[config.mk]
export PLATFORM = sky130hd
export DESIGN_NAME = smrs_core
export DESIGN_NICKNAME = d
export VERILOG_FILES = /design/src/common/smrs_pkg.sv /design/src/verilog/smrs_core.sv
export SDC_FILE = /design/constraint.sdc
export NUM_CORES = 1
export LEC_CHECK = 0
export BUFFER_PORTS_ARGS = -buffer_cell sky130_fd_sc_hd__buf_2
export CORE_AREA = 8 8 118 120
export CTS_CLUSTER_DIAMETER = 50
export CTS_CLUSTER_SIZE = 10
export DETAILED_ROUTE_END_ITERATION = 8
export DIE_AREA = 0 0 126 128
export SLEW_MARGIN = 10
export SYNTH_ARGS = -nofsm -noshare
export SYNTH_HDL_FRONTEND = slang
export SYNTH_SLANG_ARGS = --single-unit
[constraint.sdc]
create_clock -name mclk -period 3.7 [get_ports mclk]
set_clock_uncertainty 0.15 [all_clocks]
set_input_delay 0.185 -clock mclk [delete_from_list [all_inputs] [get_ports mclk]]
set_output_delay 0.185 -clock mclk [all_outputs]
set_load 0.01 [all_outputs]
[src/common/smrs_pkg.sv]
// Constants and types shared by the stop-mode and reset-source block
package smrs_pkg;

	// ==========================================================
	// Register addresses on the special function register port
	localparam logic [7:0] SMRS_ADDR_POWER_MODE   = 8'h87;
	localparam logic [7:0] SMRS_ADDR_RESET_SOURCE = 8'hef;

	// ==========================================================
	// Field positions
	localparam int SMRS_PM_IDLE_BIT  = 0;
	localparam int SMRS_PM_STOP_BIT  = 1;
	localparam int SMRS_RS_PIN_BIT   = 0;
	localparam int SMRS_RS_POR_BIT   = 1;
	localparam int SMRS_RS_CLOSS_BIT = 2;
	localparam int SMRS_RS_CMP_BIT   = 5;
	localparam int SMRS_RS_CNV_BIT   = 6;

	// ==========================================================
	// Reset values
	localparam logic [7:0] SMRS_POWER_MODE_RST   = 8'h00;
	localparam logic [7:0] SMRS_RESET_SOURCE_RST = 8'h00;
	localparam logic [7:0] SMRS_BYTE_ZERO        = 8'h00;

	// ==========================================================
	// Timing
	localparam int SMRS_CLK_HZ            = 20_000_000;
	localparam int SMRS_SUPPLY_TIMEOUT_MS = 100;
	localparam int SMRS_PIN_HOLD_CYC      = 12;
	localparam int SMRS_CNT_W             = 22;

	// ==========================================================
	// Types
	typedef enum logic [1:0] {
		SMRS_ST_RUN,
		SMRS_ST_RESET
	} smrs_state_t;

	// One bit for each reset cause
	typedef struct packed {
		logic supply;
		logic pin;
		logic closs;
		logic cmp;
		logic cnv;
	} smrs_cause_t;

	// Asynchronous inputs, packed together for the synchroniser
	typedef struct packed {
		logic supply_ok;
		logic mon_en;
		logic rst_pin_n;
		logic closs_trip;
		logic cmp_below;
		logic cnv_n;
		logic osc_stable;
	} smrs_async_t;

	localparam smrs_async_t SMRS_ASYNC_RST = '{
		supply_ok:  1'b0,
		mon_en:     1'b0,
		rst_pin_n:  1'b1,
		closs_trip: 1'b0,
		cmp_below:  1'b0,
		cnv_n:      1'b1,
		osc_stable: 1'b0
	};

	// Special function register access
	typedef struct packed {
		logic       wr;
		logic       rd;
		logic [7:0] addr;
		logic [7:0] wdata;
	} smrs_sfr_req_t;

endpackage

[src/verilog/smrs_core.sv]
// Stop mode control and reset-source merging with cause flags
`timescale 1ns/1ps

// Notes on behaviour
// - Writing stop bit enters stop after instruction
// - Stop halts CPU and oscillators
// - Only a reset leaves stop; restart 0x0000
// - Reset halts execution, resets registers, ports, timers
// - Reset keeps data memory; stack pointer reinitialised
// - Port latches high within four cycles
// - Exit clears PC, slow oscillator, watchdog longest
// - Supply monitor holds reset, pin low 100 ms
// - Monitor-enable pin gates supply-monitor reset
// - Power-on sets power flag; others clear it
// - Supply drop resets; recovery like power-on
// - Pin low resets; 12 cycles then pin flag
// - Clock loss resets; flag bit 2; pin untouched
// - Comparator reset enable bit 5; flag reads one
// - Convert input low resets when bit 6 set
// - Reset-routed convert input starts no conversion
module smrs_core
	import smrs_pkg::*;
#(
	parameter int SUPPLY_TIMEOUT_CYC = SMRS_SUPPLY_TIMEOUT_MS * (SMRS_CLK_HZ / 1000),
	parameter int PIN_HOLD_CYC       = SMRS_PIN_HOLD_CYC
) (
	// Clock and power-on reset
	input  wire logic       mclk,
	input  wire logic       arst_n,
	// Special function register port
	input  wire logic       sfr_wr,
	input  wire logic       sfr_rd,
	input  wire logic [7:0] sfr_addr,
	input  wire logic [7:0] sfr_wdata,
	output logic      [7:0] sfr_rdata,
	// Processor handshake
	input  wire logic       instr_done,
	input  wire logic       irq_wake,
	// Analog and pin inputs, asynchronous
	input  wire logic       supply_ok,
	input  wire logic       supply_monitor_enable_pin,
	input  wire logic       rst_pin_n_i,
	input  wire logic       clock_loss_trip,
	input  wire logic       comparator_below,
	input  wire logic       convert_start_input_n,
	input  wire logic       osc_stable,
	// Reset pin drive, open drain
	output logic            rst_pin_o,
	output logic            rst_pin_oe,
	// System controls
	output logic            sys_rst,
	output logic            cpu_halt,
	output logic            osc_stop,
	output logic            idle_mode,
	output logic            port_latch_force,
	output logic            irq_timer_disable,
	output logic            exec_enable,
	output logic            reset_exit,
	output logic            second_converter_start
);

	// ==========================================================
	// Elaboration checks
	// The shared counter must reach the longest hold, the pin hold included
	if (SUPPLY_TIMEOUT_CYC < 1 || SUPPLY_TIMEOUT_CYC >= (1 << SMRS_CNT_W)) begin : g_bad_supply
		$error("SUPPLY_TIMEOUT_CYC out of counter range");
	end
	if (PIN_HOLD_CYC < 1 || PIN_HOLD_CYC > SUPPLY_TIMEOUT_CYC) begin : g_bad_hold
		$error("PIN_HOLD_CYC out of range");
	end

	localparam logic [SMRS_CNT_W-1:0] SUP_LAST = SMRS_CNT_W'(SUPPLY_TIMEOUT_CYC - 1);
	localparam logic [SMRS_CNT_W-1:0] PIN_LAST = SMRS_CNT_W'(PIN_HOLD_CYC - 1);
	localparam logic [SMRS_CNT_W-1:0] CNT_ONE  = SMRS_CNT_W'(1);

	// ==========================================================
	// State of the block
	typedef struct packed {
		smrs_async_t            sync1;
		smrs_async_t            sync2;
		smrs_state_t            state;
		smrs_cause_t            cause;
		logic [SMRS_CNT_W-1:0]  cnt;
		logic                   stop_pend;
		logic                   idle_pend;
		logic                   stop;
		logic                   idle;
		logic                   por_flag;
		logic                   pin_flag;
		logic                   closs_bit;
		logic                   cmp_bit;
		logic                   cnv_bit;
		logic [7:0]             rdata;
		logic                   rst_pin_oe;
		logic                   oe_seen1;
		logic                   oe_seen2;
		logic                   sys_rst;
		logic                   cpu_halt;
		logic                   osc_stop;
		logic                   port_force;
		logic                   exec_en;
		logic                   exit_pulse;
		logic                   cnv_start;
	} smrs_reg_t;

	// Power-on state: in reset, caused by the supply, pin driven low
	localparam smrs_reg_t REG_RST = '{
		sync1:      SMRS_ASYNC_RST,
		sync2:      SMRS_ASYNC_RST,
		state:      SMRS_ST_RESET,
		cause:      '{supply: 1'b1, default: 1'b0},
		cnt:        '0,
		rdata:      SMRS_BYTE_ZERO,
		rst_pin_oe: 1'b1,
		sys_rst:    1'b1,
		cpu_halt:   1'b1,
		port_force: 1'b1,
		default:    1'b0
	};

	smrs_reg_t     s_q;
	smrs_reg_t     s_d;
	smrs_async_t   async_in;
	smrs_sfr_req_t req;
	smrs_cause_t   src;
	logic          any_src;
	logic          wr_pm;
	logic          wr_rs;
	logic          hold_done;
	logic          own_drive;

	// ==========================================================
	// Input gathering
	assign async_in = '{
		supply_ok:  supply_ok,
		mon_en:     supply_monitor_enable_pin,
		rst_pin_n:  rst_pin_n_i,
		closs_trip: clock_loss_trip,
		cmp_below:  comparator_below,
		cnv_n:      convert_start_input_n,
		osc_stable: osc_stable
	};
	assign req = '{wr: sfr_wr, rd: sfr_rd, addr: sfr_addr, wdata: sfr_wdata};

	// ==========================================================
	// Next-state logic
	always_comb begin
		s_d = s_q;
		// Two-stage synchroniser; only the second stage is read below
		s_d.sync1 = async_in;
		s_d.sync2 = s_q.sync1;

		// Own pin drive, delayed to line up with the synchronised pin level
		s_d.oe_seen1 = s_q.rst_pin_oe;
		s_d.oe_seen2 = s_q.oe_seen1;
		own_drive    = s_q.rst_pin_oe | s_q.oe_seen1 | s_q.oe_seen2;

		src.supply = s_q.sync2.mon_en & ~s_q.sync2.supply_ok;
		// pin low resets; our own pull-down is no cause, else a
		// supply reset would keep itself alive through the pin forever
		src.pin    = ~s_q.sync2.rst_pin_n & ~own_drive;
		src.closs  = s_q.closs_bit & s_q.sync2.closs_trip;
		src.cmp    = s_q.cmp_bit & s_q.sync2.cmp_below;
		src.cnv    = s_q.cnv_bit & ~s_q.sync2.cnv_n;
		any_src    = |src;

		wr_pm = req.wr && (req.addr == SMRS_ADDR_POWER_MODE);
		wr_rs = req.wr && (req.addr == SMRS_ADDR_RESET_SOURCE);
		hold_done = s_q.cause.supply ? (s_q.cnt >= SUP_LAST) : (s_q.cnt >= PIN_LAST);
		s_d.exit_pulse = 1'b0;

		unique case (s_q.state)
			SMRS_ST_RUN: begin
				// mode bits act on write, never stored for read-back
				if (wr_pm && req.wdata[SMRS_PM_STOP_BIT])
					s_d.stop_pend = 1'b1;
				if (wr_pm && req.wdata[SMRS_PM_IDLE_BIT])
					s_d.idle_pend = 1'b1;
				// stop takes effect once the writing instruction completes
				if (s_q.stop_pend && instr_done) begin
					s_d.stop      = 1'b1;
					s_d.stop_pend = 1'b0;
				end
				if (s_q.idle_pend && instr_done) begin
					s_d.idle      = 1'b1;
					s_d.idle_pend = 1'b0;
				end
				// Idle ends on an interrupt; stop does not
				if (s_q.idle && irq_wake)
					s_d.idle = 1'b0;
				// Enables: bit 2 arms clock-loss, bits 5 and 6 arm sources
				if (wr_rs) begin
					s_d.closs_bit = req.wdata[SMRS_RS_CLOSS_BIT];
					// comparator assumed settled before this write
					s_d.cmp_bit   = req.wdata[SMRS_RS_CMP_BIT];
					// routing assumed done before this write
					s_d.cnv_bit   = req.wdata[SMRS_RS_CNV_BIT];
				end
				if (any_src) begin
					s_d.state = SMRS_ST_RESET;
					s_d.cause = src;
					s_d.cnt   = '0;
				end
			end
			SMRS_ST_RESET: begin
				// mode bits and pending requests return to reset values while held
				s_d.stop      = 1'b0;
				s_d.idle      = 1'b0;
				s_d.stop_pend = 1'b0;
				s_d.idle_pend = 1'b0;
				s_d.cause     = s_q.cause | src;
				if (any_src) begin
					s_d.cnt = '0;
				end else if (hold_done) begin
					s_d.state      = SMRS_ST_RUN;
					s_d.exit_pulse = 1'b1;
					s_d.cnt        = '0;
					// power flag from supply, cleared by any other
					s_d.por_flag   = s_q.cause.supply;
					s_d.pin_flag   = s_q.cause.pin & ~s_q.cause.supply;
					s_d.closs_bit  = s_q.cause.closs & ~s_q.cause.supply;
					// comparator bit reads one after its reset
					s_d.cmp_bit    = s_q.cause.cmp & ~s_q.cause.supply;
					// convert bit reads one after its reset
					s_d.cnv_bit    = s_q.cause.cnv & ~s_q.cause.supply;
				end else begin
					s_d.cnt = s_q.cnt + CNT_ONE;
				end
			end
			// Unused state code: fall back into reset
			default: s_d.state = SMRS_ST_RESET;
		endcase

		// Read data; mode bits and reserved bits read as zero
		if (req.rd && req.addr == SMRS_ADDR_RESET_SOURCE) begin
			s_d.rdata = SMRS_RESET_SOURCE_RST;
			s_d.rdata[SMRS_RS_PIN_BIT]   = s_q.pin_flag;
			s_d.rdata[SMRS_RS_POR_BIT]   = s_q.por_flag;
			s_d.rdata[SMRS_RS_CLOSS_BIT] = s_q.closs_bit;
			s_d.rdata[SMRS_RS_CMP_BIT]   = s_q.cmp_bit;
			s_d.rdata[SMRS_RS_CNV_BIT]   = s_q.cnv_bit;
		end else if (req.rd) begin
			// power mode register always reads zero
			s_d.rdata = SMRS_POWER_MODE_RST;
		end

		// pin driven low only for supply resets; leave it
		s_d.rst_pin_oe = (s_d.state == SMRS_ST_RESET) && s_d.cause.supply;
		s_d.sys_rst    = (s_d.state == SMRS_ST_RESET);
		s_d.cpu_halt   = s_d.sys_rst | s_d.stop | s_d.idle;
		s_d.osc_stop   = s_d.stop;
		// latches forced high on the same edge as sys_rst, well inside four
		s_d.port_force = s_d.sys_rst;
		// execution from 0x0000 waits for a stable clock
		s_d.exec_en    = ~s_d.sys_rst & ~s_d.cpu_halt & s_q.sync2.osc_stable;
		// reset-routed convert input starts no conversion
		s_d.cnv_start  = ~s_d.cnv_bit & ~s_q.sync2.cnv_n;
	end

	// ==========================================================
	// State register
	// no memory clear here: data memory is left alone by reset
	always_ff @(posedge mclk or negedge arst_n) begin
		if (!arst_n) begin
			s_q <= REG_RST;
		end else begin
			s_q <= s_d;
		end
	end

	// ==========================================================
	// Outputs straight from the state register, except rst_pin_o tied low
	assign sfr_rdata              = s_q.rdata;
	assign rst_pin_o              = 1'b0;
	assign rst_pin_oe             = s_q.rst_pin_oe;
	// halt, register reset, timers and interrupts off
	assign sys_rst                = s_q.sys_rst;
	assign irq_timer_disable      = s_q.sys_rst;
	assign cpu_halt               = s_q.cpu_halt;
	assign osc_stop               = s_q.osc_stop;
	assign idle_mode              = s_q.idle;
	assign port_latch_force       = s_q.port_force;
	assign exec_enable            = s_q.exec_en;
	// exit pulse clears PC, slow oscillator, watchdog longest
	assign reset_exit             = s_q.exit_pulse;
	assign second_converter_start = s_q.cnv_start;

endmodule

==> results.yml, run 1 <==
clock_network:
  cts_buffer_depth: 2
  tritoncts: "done"
  cts_sinks: 65
  ctsHtreeMaxLevel: 3
  worst_skew_pair.late_latency_ps: 330
  postCtsHoldBufs: 13
  cts-buffers-inserted: 9
  clk_transition_reported_paths_ps: 60
  cts_root_buf: "clkbuf_16"
  cts_resized: 0
  cts_setup_buffers: 0
finish:
  multi_input_area_um2: 1139
  final-instance-count-excl-fill: 488
  fin_util_pct: 30.12
  drive_gt1_share_pct: 23.37
  regArea_um2: 1638
  n_antenna_cell: 0
  nNetsFinal: 363
  syn2layout_area_growth_pct: 25.38
  fill_cells: 1271
timing:
  fmaxAchievable_ghz: 0.3215
  min_period_ps: 3111
  finalSetupViolCount: 0
  finalCritPeriodShare_pct: 84.07
  rsz0062_at_grt: "no"
  slew_violations: 0
  worst_pin_slew_ps: 1033
  maxSlewHeadroom_pct: 31.14
  layout_setup_ws_ps: 589.3
  setup_tns_ps: 0
  hold_viol: 0
floorplan:
  dieWidth_um: 126
  fp.dieH_um: 128
  num_rows: 41
  core_area_um2: 12210
  io_pins: 48
  dieArea_um2: 16130
  start_util_pct: 24.02
logic_synthesis:
  synth_cells: 280
  synthMuxAreaShare_pct: 0.3413
  ys_types: 50
  yosysMostFrequentCell: "dfrtp_1"
  ys_ff_latch: 65
  synth_edf_count: 0
  syn_area_um2: 2933
  synthAdderAreaFrac_pct: 0.4266
  synth_top_family_by_area: "simple AND/OR/NAND/NOR gates"
  synth_async_sr_flop_share_pct: 100.0
  yosys.area.top_type: "dfrtp_1"
  avgSynthCellArea_um2: 10.47
  synth-simple-area-share_pct: 21.72
  ys_warn_count: 0
  synth-compound-area-share_pct: 11.22
  synth_ff_type: "dfrtp_1"
  synth_area_leaders: "dfrtp_1 (48%), dfstp_2 (8.1%), nor2_1 (3.8%)"
  synth_xor_area_share_pct: 4.480
  synth_top_area_share_pct: 47.78
  synth_common_cells: "dfrtp_1 (56), nor2_1 (30), nand2_1 (22)"
  ys_seq_area_share_pct: 55.84
place:
  place_ws_ps: 555.7
  port_buffers: 40
  routabilityCongestion: 0.8045
  place_inst: 459
  hpwl_um: 4581
detailed_routing:
  drtAntennaViolNets: 0
  vias_per_cell: 4.447
  wl_per_cell_um: 12.96
  wl_um: 6326
  drt_iter0_markers: 182
  firstDrtPassIters: 4
  drc: 0
  routed-via-count: 2170
pwr:
  power_density_nw_per_um2: 516.6
  switchingPower_mw: 0.4820
  p_leak_nw: 1.626
  clkPwrFrac_pct: 45.4
  combPwrFrac_pct: 11.2
  p_seq_share_pct: 43.4
  finalPower_mw: 1.900
  switching_share_pct: 25.37
  intPower_mw: 1.418
  irDropWorstVdd_v: 0.0002132
global_routing:
  grt_pass1_wl_um: 10650
  antenna_found_initial: 0
  grt_max_degree: 48
  grt.total_usage_pct: 8.377
  grt_pass1_vias: 2191
  gr-total-overflow: 0
critical_path:
  reg2reg_slack_ps: 590
  cp.arrival_ps: 3150
  crit_path_start_kind: "register"
  cp-end-kind: "register"
  path_max_fanout: 17
  crit_required_ps: 3740
  crit_type: "reg -> reg"
run_status:
  outcome: "completed"
run:
  max-cap-violations: 0
hold_path:
  hold_path_class: "in -> reg"
[metal layers]
metal  part of all wire, %  vias to the layer above  global-route usage, %  routed length (um)
met5                     0                        -                      0                   0
met1                    45                     1033                  9.449                2866
li1                      -                     1083                      -                   -
met2                    46                       45                  13.28                2929
met3                   6.6                        9                  4.035                 419
met4                   1.7                        0                  3.609                 110
[layout make-up]
type	instances	area share (%)
tap	150	5.104
sequential	65	44.54
clock buffer	10	6.499
clock inverter	6	1.973
multi-input combinational	187	30.96
timing repair buffer	55	9.391
inverter	15	1.531
[cell usage in the layout (no fill, tap or decap), types with 3 or more instances in the layout]
cell / n
o31ai_1: 4
dlygate4sd3_1: 13
xor2_1: 3
xnor2_1: 12
clkbuf_16: 9
dfstp_2: 9
nor2_1: 30
inv_1: 15
nand2b_1: 5
nand2_1: 22
nand4_1: 7
a22oi_1: 4
nor4_1: 12
inv_6: 3
o21ai_0: 10
a21oi_1: 6
nand3_1: 14
buf_2: 40
a22o_1: 8
dfrtp_1: 56
conb_1: 5
nor3_1: 9
[critical path: stages (launching register included)]
cell and delay [ps]:
dfrtp_1 430, nor4_1 390, or4b_4 530, or4_4 540, a311o_2 400, a21oi_4 420, nor2_1 110
[state kept, by name (all words and copies together) (netlist names)]
name                    count
sfr_rdata                   5
idle_mode                   1
s_q                        44
exec_enable                 1
second_converter_start      1
cpu_halt                    1
s_d                         8
rst_pin_oe                  1
reset_exit                  1
port_latch_force            1
osc_stop                    1
[power groups by stage]
stage	clock (mW)	sequential [mW]	combinational, mW
2_1_floorplan	0	0.830	0.138
3_3_place_gp	0	0.836	0.201
3_5_place_dp	0	0.837	0.205
4_1_cts	0.887	0.826	0.216
5_1_grt	0.926	0.835	0.239
6_report	0.863	0.825	0.212
[cells by family after synthesis]
kind of cell	after synthesis
simple gates	121
flops	65
compound gates	44
buf+inv	32
xor+xnor	15
fa+ha+maj	1
other cells	1
mux	1
[final timing paths]
kind | from | cells after the start | endpoint
max in group asynchronous | arst_n | 3 | port_latch_force
worst min-delay path | instr_done | 4 | s_q[25]
worst max-delay path | s_q[43] | 6 | s_q[46]
worst max register to register | s_q[43] | 6 | s_q[46]
min in group asynchronous | arst_n | 2 | sfr_rdata[0]
worst min register to register | s_d[56] | 0 | s_q[56]
[per-stage QoR]
stage	hold slack, ps	area, um^2
2_1_floorplan	-260.6	2948
3_3_place_gp	146.2	3236
3_5_place_dp	144.4	3236
4_1_cts	33.90	3677
5_1_grt	49.68	3677
6_report	49.19	3677
(Power assumes the default switching activity.)
==> run 2: changes to the inputs <==
Clock period 3.7 ns to 2.7 ns, I/O delays scaled along.
==> results.yml, run 2 (same netlist as run 1, synthesis figures left out) <==
run_status:
  outcome: "finished with violations"
  violations: "negative setup slack"
timing:
  worst_pin_slew_ps: 717.1
  finalCritPeriodShare_pct: 102.0
  hold_viol: 0
  hold_slack_ps: 23.72
  layout_setup_ws_ps: -53.74
  fmaxAchievable_ghz: 0.3631
  rsz0062_at_grt: "yes"
  slew_violations: 0
  maxSlewHeadroom_pct: 52.19
  finalSetupViolCount: 21
  min_period_ps: 2754
finish:
  syn2layout_area_growth_pct: 32.42
  nNetsFinal: 383
  final_cell_mix: "dfrtp_1 (56), buf_2 (40), nor2_1 (28), nand2_1 (22), buf_4 (20)"
  fin_util_pct: 31.81
  regMostFlops: "s_q"
  n_antenna_cell: 0
  drive_gt1_share_pct: 29.05
  layout_commonest_cell: "dfrtp_1"
  fill_cells: 1239
  largest_register_ffs: 44
pwr:
  irDropWorstVdd_v: 0.0003065
  finalPower_mw: 2.635
  power_density_nw_per_um2: 678.4
  p_leak_nw: 1.739
place:
  port_buffers: 40
  hpwl_um: 4824
  routabilityCongestion: 0.7975
floorplan:
  io_pins: 48
  dieArea_um2: 16130
  num_rows: 41
  fp.dieH_um: 128
  dieWidth_um: 126
  start_util_pct: 24.02
  core_area_um2: 12210
clock_network:
  cts_sinks: 65
  cts_buffer_depth: 2
  tritoncts: "done"
  ctsHtreeMaxLevel: 3
  cts-buffers-inserted: 9
  cts_setup_buffers: 0
  cts_root_buf: "clkbuf_16"
  clk_transition_reported_paths_ps: 60
  worst_skew_pair.late_latency_ps: 330
global_routing:
  busiest_layer: "met2"
  antenna_found_initial: 0
  grt_pass1_wl_um: 11250
  grt_max_degree: 34
  gr-total-overflow: 0
  gr-usage-met2_pct: 13.53
  grt_pass1_vias: 2257
  met1_usage_pct: 10.27
  grt_use_met3_pct: 3.494
  grt.total_usage_pct: 8.763
detailed_routing:
  vias_per_cell: 4.596
  firstDrtPassIters: 4
  drc: 0
  wl_um: 6594
  routed-via-count: 2335
  drt_iter0_markers: 136
  wl_per_cell_um: 12.98
  drtAntennaViolNets: 0
critical_path:
  crit_required_ps: 2760
  crit_type: "reg -> reg"
  cp-end-kind: "register"
  path_max_fanout: 17
  cp.arrival_ps: 2820
  crit_path_start_kind: "register"
hold_path:
  hold_path_class: "in -> reg"
run:
  max-cap-violations: 0
==> run 2: path summary, 6_finish.rpt <==
| path | startpoint | end | slack, ps | depth (start not counted) |
|---|---|---|---|---|
| max | s_q[36] | s_q[46] | -50 | 7 |
| min | instr_done | s_q[25] | 20 | 4 |
| max reg2reg | s_q[36] | s_q[46] | -50 | 7 |
| min reg2reg | s_d[59] | s_q[59] | 200 | 0 |
| max in group asynchronous | arst_n | cpu_halt | 1450 | 3 |
| min in group asynchronous | arst_n | s_d[61] | 250 | 2 |
==> run 2: per-layer routing <==
| layer | routed length, um | vias to the layer above | share of wire [%] |
|---|---|---|---|
| met5 | 0 | - | 0 |
| met4 | 125 | 0 | 1.9 |
| met3 | 473 | 12 | 7.2 |
| met2 | 3027 | 58 | 46 |
| met1 | 2969 | 1136 | 45 |
| li1 | - | 1129 | - |
==> run 2: per-stage QoR <==
| stage | setup slack [ps] | area [um^2] | instances | TNS [ps] |
|---|---|---|---|---|
| after global placement | -100.6 | 3411 | 479 | -829.9 |
| final | -53.74 | 3884 | 508 | -847.3 |
| after detailed placement | -155.5 | 3411 | 479 | -1794 |
| after global routing | -136.8 | 3884 | 508 | -2908 |
| after CTS | -58.64 | 3869 | 508 | -1073 |
| after floorplan | -56.09 | 2948 | 284 | -611.8 |
==> run 2: where the power goes <==
part           switching [mW]  leakage, nW  internal [mW]
clock                   0.435        0.146          0.721
combinational           0.194        0.765          0.155
sequential             0.0596        0.827           1.07
==> run 2: repair_timing <==
action,CTS,global route
hold buffers,13,0
setup endpoints to repair,30,29
pin swaps,2,1
endpoints found under the hold margin,38,0
resized for setup,4,3
==> run 2: final cells by class <==
cell class                 instances  area [um^2]  share of cell area [%]
tap                              150        187.7                   4.832
multi-input combinational        187         1179                   30.35
clock inverter                     7        77.57                   1.997
sequential                        65         1638                   42.17
inverter                          15        56.30                   1.450
clock buffer                       9        225.2                   5.799
timing repair buffer              75        520.5                   13.40
==> run 2: worst max-delay path, cell delays in order, from the launching register on <==
cell and delay (ps):
dfrtp_1 380, or3_4 390, or4b_4 500, or4_4 500, a311o_2 350, a21oi_4 150
buf_12 160, nor2_1 60
